File: config.mk
export PLATFORM = sky130hd
export DESIGN_NAME = clock_ratio_strap_decoder
export DESIGN_NICKNAME = d
export VERILOG_FILES = /design/src/clock_ratio_strap_decoder.v
export VERILOG_INCLUDE_DIRS = /design/src /design/src/pkg
export SDC_FILE = /design/constraint.sdc
export NUM_CORES = 1
export LEC_CHECK = 0
export BUFFER_PORTS_ARGS = -buffer_cell sky130_fd_sc_hd__buf_2
export CORE_MARGIN = 2
export CORE_UTILIZATION = 40
export CTS_BUF_LIST = sky130_fd_sc_hd__clkbuf_4 sky130_fd_sc_hd__clkbuf_8 sky130_fd_sc_hd__clkbuf_16
export DETAILED_ROUTE_END_ITERATION = 7
export PLACE_DENSITY = 0.76
export SYNTH_ARGS = -nofsm -noshare
export SYNTH_HDL_FRONTEND = slang
export SYNTH_SLANG_ARGS = --single-unit
File: constraint.sdc
create_clock -name clk -period 9.4 [get_ports clk]
set_input_delay 0.47 -clock clk [delete_from_list [all_inputs] [get_ports clk]]
set_output_delay 0.47 -clock clk [all_outputs]
set_load 0.02 [all_outputs]
File: src/pkg/strap_consts.vh
// constants for the reset strap sampler and clock ratio decoder
`ifndef STRAP_CONSTS_VH
`define STRAP_CONSTS_VH

// ---------------------------------------------------------------
// register map (word aligned byte addresses)
// ---------------------------------------------------------------
`define ADDR_PLAT_RATIO 4'h0
`define ADDR_CORE_RATIO 4'h4
`define ADDR_STRAP_RAW 4'h8
`define ADDR_STATUS 4'hc
`define ADDR_CONTROL 4'h0

// ---------------------------------------------------------------
// strap codes and decoded values
// ---------------------------------------------------------------
`define PR_CODE_16 4'h0
`define PR_CODE_2 4'h2
`define PR_CODE_3 4'h3
`define PR_CODE_4 4'h4
`define PR_CODE_5 4'h5
`define PR_CODE_6 4'h6
`define PR_CODE_8 4'h8
`define PR_CODE_9 4'h9
`define PR_CODE_10 4'ha
`define PR_CODE_12 4'hc
`define PR_MULT_16 5'h10
`define PR_MULT_2 5'h02
`define PR_MULT_3 5'h03
`define PR_MULT_4 5'h04
`define PR_MULT_5 5'h05
`define PR_MULT_6 5'h06
`define PR_MULT_8 5'h08
`define PR_MULT_9 5'h09
`define PR_MULT_10 5'h0a
`define PR_MULT_12 5'h0c
// core ratio in half steps: numerator over 2
`define CR_CODE_2_1 2'h0
`define CR_CODE_5_2 2'h1
`define CR_CODE_3_1 2'h2
`define CR_CODE_7_2 2'h3
`define CR_HALF_2_1 3'h4
`define CR_HALF_5_2 3'h5
`define CR_HALF_3_1 3'h6
`define CR_HALF_7_2 3'h7

// ---------------------------------------------------------------
// reset values and field positions
// ---------------------------------------------------------------
`define RST_MULT 5'h00
`define RST_HALF 3'h0
`define RST_CODE4 4'h0
`define RST_CODE2 2'h0
`define RST_WORD 32'h0000_0000
`define ST_LATCHED 0
`define ST_RESERVED 1
`define ST_PCI64 2
`define RAW_PLAT_LSB 0
`define RAW_CORE_LSB 4

`endif

File: src/clock_ratio_strap_decoder.v
// reset strap sampler: platform and core clock ratios, pci width, pin control
//
// Our own choices: the Avalon-MM interface to the registers and the address map.
`timescale 1ns/1ps
// Functional notes
// - the platform-to-system clock multiplier comes from the four platform ratio straps sampled at power-up.
// - codes 0,2,3,4,5,6,8,9,10,12 give 16,2,3,4,5,6,8,9,10,12; the rest are reserved.
// - the core ratio code is address latch strap then general line 2 strap, sampled at power-up.
// - core codes 00,01,10,11 give core to platform ratios 2:1, 5:2, 3:1 and 7:2.
// - one platform clock equal to the core complex bus clock drives the cache, memory data rate and bus.
// - the memory bus clock runs at half the platform clock so the memory data rate equals it.
// - weak pull-ups on configuration pins are on only during reset; the code keeps them on until straps_latched sets, one cycle after release.
// - configuration pins are inputs during reset and functional outputs afterwards.
// - designated outputs are driven actively throughout reset, never released.
// - the pci 64-bit request line sampled low during reset selects 64-bit operation, else 32-bit.

`include "strap_consts.vh"

module clock_ratio_strap_decoder #(
   parameter MIN_PLAT_MHZ = 200,
   parameter SYS_MHZ = 100
) (
   input wire clk,
   input wire rst,
   input wire [3:0] platform_ratio_straps_in,
   input wire address_latch_strap_in,
   input wire general_line2_strap_in,
   input wire pci_req64_in,
   input wire [3:0] platform_ratio_straps_func,
   input wire address_latch_strap_func,
   input wire general_line2_strap_func,
   input wire [3:0] avs_address,
   input wire avs_read,
   input wire avs_write,
   input wire [31:0] avs_writedata,
   input wire [3:0] avs_byteenable,
   output reg [31:0] avs_readdata,
   output wire avs_waitrequest,
   output reg [1:0] avs_response,
   output wire [3:0] platform_ratio_straps_out,
   output wire [3:0] platform_ratio_straps_oe,
   output wire address_latch_strap_out,
   output wire address_latch_strap_oe,
   output wire general_line2_strap_out,
   output wire general_line2_strap_oe,
   output wire strap_pullup_en,
   output wire reset_driven_oe,
   output wire [4:0] platform_mult,
   output wire [2:0] core_ratio_half,
   output wire ratio_reserved,
   output wire pci_64bit,
   output wire straps_latched,
   output wire platform_clk_sel,
   output wire [5:0] memory_clk_div
);

   // ---------------------------------------------------------------
   // pin synchronisers: straps come from off-chip
   // ---------------------------------------------------------------
   reg [6:0] sync1_q;
   reg [6:0] sync2_q;
   always @(posedge clk) begin
      sync1_q <= {pci_req64_in, general_line2_strap_in, address_latch_strap_in, platform_ratio_straps_in};
      sync2_q <= sync1_q;
   end

   // ---------------------------------------------------------------
   // capture at reset release
   // ---------------------------------------------------------------
   // the flop chain adds two cycles, so sampling continues while rst is high and
   // the last value seen before release is frozen; later pin motion is ignored
   reg [3:0] plat_code_q;
   reg [1:0] core_code_q;
   reg req64_n_q;
   reg latched_q;
   always @(posedge clk) begin
      if (rst) begin
         plat_code_q <= sync2_q[3:0];
         core_code_q <= {sync2_q[4], sync2_q[5]};
         req64_n_q <= sync2_q[6];
         latched_q <= 1'b0;
      end else begin
         latched_q <= 1'b1;
      end
   end

   // ---------------------------------------------------------------
   // decoders
   // ---------------------------------------------------------------
   reg [4:0] mult_d;
   reg rsv_d;
   always @* begin
      rsv_d = 1'b0;
      case (plat_code_q)
         `PR_CODE_16: mult_d = `PR_MULT_16;
         `PR_CODE_2: mult_d = `PR_MULT_2;
         `PR_CODE_3: mult_d = `PR_MULT_3;
         `PR_CODE_4: mult_d = `PR_MULT_4;
         `PR_CODE_5: mult_d = `PR_MULT_5;
         `PR_CODE_6: mult_d = `PR_MULT_6;
         `PR_CODE_8: mult_d = `PR_MULT_8;
         `PR_CODE_9: mult_d = `PR_MULT_9;
         `PR_CODE_10: mult_d = `PR_MULT_10;
         `PR_CODE_12: mult_d = `PR_MULT_12;
         default: begin
            // no default ratio exists; reserved codes report zero and flag it
            mult_d = `RST_MULT;
            rsv_d = 1'b1;
         end
      endcase
   end

   reg [2:0] half_d;
   always @* begin
      case (core_code_q)
         `CR_CODE_2_1: half_d = `CR_HALF_2_1;
         `CR_CODE_5_2: half_d = `CR_HALF_5_2;
         `CR_CODE_3_1: half_d = `CR_HALF_3_1;
         `CR_CODE_7_2: half_d = `CR_HALF_7_2;
         default: half_d = `RST_HALF;
      endcase
   end

   // outputs registered, loaded as straps_latched sets and held steady after
   reg [4:0] mult_q;
   reg [2:0] half_q;
   reg rsv_q;
   reg pci64_q;
   reg slow_q;
   always @(posedge clk) begin
      if (rst) begin
         mult_q <= `RST_MULT;
         half_q <= `RST_HALF;
         rsv_q <= 1'b0;
         pci64_q <= 1'b0;
         slow_q <= 1'b0;
      end else if (!latched_q) begin
         mult_q <= mult_d;
         half_q <= half_d;
         rsv_q <= rsv_d;
         pci64_q <= ~req64_n_q;
         // board duty only; flagged for software, not enforced
         // sixteen bits keep 16 x sys from wrapping before the compare
         slow_q <= ({11'h000, mult_d} * SYS_MHZ[15:0]) < MIN_PLAT_MHZ[15:0];
      end
   end

   assign platform_mult = mult_q;
   assign core_ratio_half = half_q;
   assign ratio_reserved = rsv_q;
   assign pci_64bit = pci64_q;
   assign straps_latched = latched_q;
   // one platform clock feeds cache, memory data path and core complex bus
   assign platform_clk_sel = latched_q;
   // memory clock is twice the platform period: divide by 2x multiplier of sys
   assign memory_clk_div = {mult_q, 1'b0};

   // ---------------------------------------------------------------
   // pin control
   // ---------------------------------------------------------------
   assign strap_pullup_en = rst | ~latched_q;
   // rst gates the drivers at once: latched_q only clears one edge into reset
   wire pins_out_en;
   assign pins_out_en = latched_q & ~rst;
   assign platform_ratio_straps_oe = {4{pins_out_en}};
   assign address_latch_strap_oe = pins_out_en;
   assign general_line2_strap_oe = pins_out_en;
   assign platform_ratio_straps_out = pins_out_en ? platform_ratio_straps_func : 4'h0;
   assign address_latch_strap_out = pins_out_en & address_latch_strap_func;
   assign general_line2_strap_out = pins_out_en & general_line2_strap_func;
   assign reset_driven_oe = 1'b1;

   // ---------------------------------------------------------------
   // avalon slave: status reads plus one writable control bit at address 0, zero wait states
   // ---------------------------------------------------------------
   reg diag_hold_q;
   assign avs_waitrequest = 1'b0;
   always @(posedge clk) begin
      if (rst) begin
         diag_hold_q <= 1'b0;
      end else if (avs_write && avs_address == `ADDR_CONTROL && avs_byteenable[0]) begin
         diag_hold_q <= avs_writedata[0];
      end
   end

   reg [31:0] rd_d;
   reg [1:0] resp_d;
   always @* begin
      rd_d = `RST_WORD;
      resp_d = 2'h0;
      case (avs_address)
         `ADDR_PLAT_RATIO: rd_d = {26'h0, diag_hold_q, mult_q};
         `ADDR_CORE_RATIO: rd_d = {29'h0, half_q};
         `ADDR_STRAP_RAW: rd_d = {25'h0, req64_n_q, core_code_q, plat_code_q};
         `ADDR_STATUS: rd_d = {28'h0, slow_q, pci64_q, rsv_q, latched_q};
         default: resp_d = 2'h2;
      endcase
   end

   // read data valid in the same cycle as the request since waitrequest is low
   always @* begin
      avs_readdata = avs_read ? rd_d : `RST_WORD;
      avs_response = (avs_read | avs_write) ? resp_d : 2'h0;
   end

endmodule // clock_ratio_strap_decoder

==> summary.txt <==
=====================================================================================================
Clock transition at the registers of the reported paths ................................        70 ps
Wire length per cell ...................................................................      10.6 µm
RSZ-0062 raised after global routing ...................................................           no
Share of the cycle needed by the critical path after routing ...........................        38.1%
Number of clock buffers inserted by TritonCTS ..........................................            5
Overall power after layout .............................................................     0.327 mW
Clock latency at the later pin of the worst-skew pair ..................................       280 ps
Routed vias ............................................................................         1350
Most frequent standard cell in the layout excluding fill and tap cells ................. sky130_fd_sc_hd__buf_2
Setup total negative slack .............................................................         0 ps
Worst setup slack after placement ......................................................      5890 ps
Proportion of synthesized flip-flops having asynchronous set or reset ..................           0%
Sequential share of power ..............................................................        50.2%
CTS tree ...............................................................................          yes
Kind of end point of the critical path .................................................    flip-flop
Net count of the finished layout .......................................................          317
Total die area .........................................................................     5390 µm²
Slew headroom ..........................................................................        41.8%
Drt first pass iters ...................................................................            3
Buffers inserted by post-CTS timing repair .............................................            0
Top_reg_cell synth ..................................................................... sky130_fd_sc_hd__dfxtp_1
Vertical extent of the die .............................................................      73.5 µm
Sequential area share after synthesis ..................................................        38.9%
Crit Path Category .....................................................................   reg -> reg
Sequence of cells on the critical path ................................................. nor4_1 > ha_1 > ha_1 > ha_1 > ha_1 > nor4_1 > a31oi_1 > a2111o_1 > o31ai_1
Clk root buf ........................................................................... sky130_fd_sc_hd__clkbuf_8
Largest family of logic cells by synthesized area ...................................... buffers and inverters
Total leakage power ....................................................................      1.15 nW
Synth Cell Area ........................................................................     1930 µm²
Vias per cell ..........................................................................         4.53
Hold Crit Start ........................................................................ platform_ratio_straps_in[2]
Required arrival time at the worst endpoint ............................................      9590 ps
Fin Hold WS ............................................................................       287 ps
Xor/xnor cell area share of the yosys netlist ..........................................       0.908%
Post-synthesis share of cell area spent on and, or, nand and nor gates .................        10.8%
First-pass GRT wire length .............................................................      4800 µm
Biggest fanout along the worst timing path .............................................           12
Antenna cells ..........................................................................            0
Clock share of power ...................................................................        31.0%
Antenna violation net count after detailed routing .....................................            0
Number of failing hold endpoints at the final stage ....................................            0
Quantity of I/O buffers inserted on ports ..............................................           60
Layout Cell Area excl Fill .............................................................     2140 µm²
Detailed placer's ending HPWL ..........................................................      2500 µm
Cell count after synthesis .............................................................          198
Hold-fix buffers, CTS ..................................................................            0
Fraction of power spent switching nets .................................................        28.6%
Maxcap violations ......................................................................            0
DR DRC count ...........................................................................            0
Worst setup slack after layout .........................................................      5820 ps
Mean instance size in the synthesized netlist ..........................................     9.74 µm²
Growth of design area from synthesis to finish .........................................        10.7%
Share of final-layout standard cells stronger than drive strength 1 ....................        29.1%
Post-synthesis share of cell area spent on full adders, half adders and majority gates .        11.4%
Number of synthesized flops with an enable pin .........................................            7
Final-report max-slew violation count ..................................................            0
Vias in the first global route .........................................................         1166
Total power divided by cell area .......................................................   153 nW/µm²
Cell family with the largest share of critical-path delay ..............................  adder cells
Combinational Power Share ..............................................................        18.8%
Buffers & Inverters on Critical Path ...................................................            0
CTS sink cnt ...........................................................................           34
Worst-path cell with the longest stage delay ........................................... sky130_fd_sc_hd__nor4_1
Data arrival, critical path ............................................................      3780 ps
Internal portion of total power ........................................................     0.233 mW
Final Critical Period ..................................................................      3580 ps
Final clock skew .......................................................................      5.47 ps
Sort of element at the start of the critical path ......................................    flip-flop
Remaining Overflow, GRT ................................................................            0
Standard-cell row count ................................................................           25
Net switching power ....................................................................    0.0933 mW
Largest buffer count on any clock path .................................................            2
Number of antenna violations at the first check in global routing ......................            0
Number of warnings printed during yosys synthesis ......................................            0
Overall fraction of global-route tracks in use .........................................        11.5%
Worst hold path type ...................................................................    in -> reg
Starting density of the core ...........................................................        41.1%
CP most frequent cell .................................................................. sky130_fd_sc_hd__ha_1
Largest stage delay on the critical path ...............................................       810 ps
Count of boundary I/O pins .............................................................          124
Achievable Freq ........................................................................      279 MHz
#FFs+latches synth .....................................................................           34
Status .................................................................................    completed
Drt first-iter violations ..............................................................           73
Endpoints failing setup ................................................................            0
Measured slew at the worst slew-check pin ..............................................       865 ps
Beginning of the worst register-to-register path ....................................... plat_code_q[2]
Critical Path Source ................................................................... plat_code_q[2]
Compound-gate portion of the synthesized area ..........................................        8.43%
Commonest non-fill, non-tap cells in the layout ........................................ sky130_fd_sc_hd__buf_2 (60), sky130_fd_sc_hd__conb_1 (29), sky130_fd_sc_hd__dfxtp_1 (27)
Count of unique library cells instantiated by Yosys ....................................           34
Total wire length after detailed routing ...............................................      3160 µm
Global placer's final weighted congestion ..............................................        0.820
Post-Place Cell Area ...................................................................     2050 µm²
Deepest level of the CTS H-tree ........................................................            2
Core Footprint .........................................................................     4690 µm²
Post-synthesis mux area share ..........................................................        8.69%
Overall die width ......................................................................      73.5 µm
Max VDD drop ...........................................................................    0.0985 mV
Maximum number of pins on one net before global-route repair ...........................           22
Quantity of gates resized following cts ................................................            0
=====================================================================================================
## final timing paths
check                                   to  slack, ps  depth (start not counted)
worst max register to register      slow_q       5820                          9
worst min-delay path            sync1_q[2]        290                          1
worst min register to register  sync2_q[4]        330                          0
worst max-delay path                slow_q       5820                          9
## cell type report
cell class / count / area, µm²
inverter: 12 / 45.0
multi-input combinational: 130 / 886
clock buffer: 6 / 76.3
timing repair buffer: 60 / 300
sequential: 34 / 751
fill: 456 / 2560
tap: 54 / 67.6
clock inverter: 2 / 10.0
## worst reg2reg max path, stage by stage (launching register included)
cell	delay (ps)
sky130_fd_sc_hd__edfxtp_1	560
sky130_fd_sc_hd__nor4_1	810
sky130_fd_sc_hd__ha_1	370
sky130_fd_sc_hd__ha_1	300
sky130_fd_sc_hd__ha_1	300
sky130_fd_sc_hd__ha_1	210
sky130_fd_sc_hd__nor4_1	280
sky130_fd_sc_hd__a31oi_1	70
sky130_fd_sc_hd__a2111o_1	420
sky130_fd_sc_hd__o31ai_1	180
## through the flow
step	cells	util, %
2_1_floorplan	225	-
3_3_place_gp	290	43.7
3_5_place_dp	290	43.7
4_1_cts	298	45.5
5_1_grt	298	45.5
6_report	298	45.5
## Yosys cell counts, drive strengths merged (2+ instances only)
library cell	n	area share, %
nor4	2	0.65
xor2	2	0.91
edfxtp	7	11
buf	47	18
and3	3	0.97
nor2	20	3.9
inv	12	2.3
a21oi	6	1.6
dfxtp	27	28
clkbuf	2	0.39
ha	16	10
mux2i	10	5.2
o21a	4	1.6
and2	6	1.9
o21ai	3	0.78
nand2	7	1.4
mux4	3	3.5
a31oi	3	0.97
conb	2	0.39
a221oi	2	0.91
nor3	3	0.78
## logic make-up after synthesis
family	count (synthesis)
compound gates	24
xor+xnor	2
fa+ha+maj	17
buf+inv	61
flops	34
mux	13
other cells	2
simple gates	45
## state kept, by name, indices dropped and copies added (netlist names)
name / count
sync1_q: 7
req64_n_q: 1
plat_code_q: 4
ratio_reserved: 1
core_ratio_half: 3
slow_q: 1
core_code_q: 2
pci_64bit: 1
diag_hold_q: 1
platform_clk_sel: 1
platform_mult: 5
sync2_q: 7
## layer usage
metal	GRT usage [%]	wire (µm)	vias to the layer above
met2	19.4	1470	59
met4	4.24	42	0
li1	-	-	689
met5	0	0	-
met1	13.1	1420	597
met3	4.39	232	5
## power by group through the flow
stage / clock [mW] / sequential, mW / combinational [mW]
after floorplan: 0 / 0.166 / 0.0578
after global placement: 0 / 0.167 / 0.0602
after detailed placement: 0 / 0.167 / 0.0617
after CTS: 0.105 / 0.164 / 0.0619
after global routing: 0.111 / 0.165 / 0.0689
final: 0.101 / 0.164 / 0.0614
Note: power is estimated with default switching activity, not from simulation.
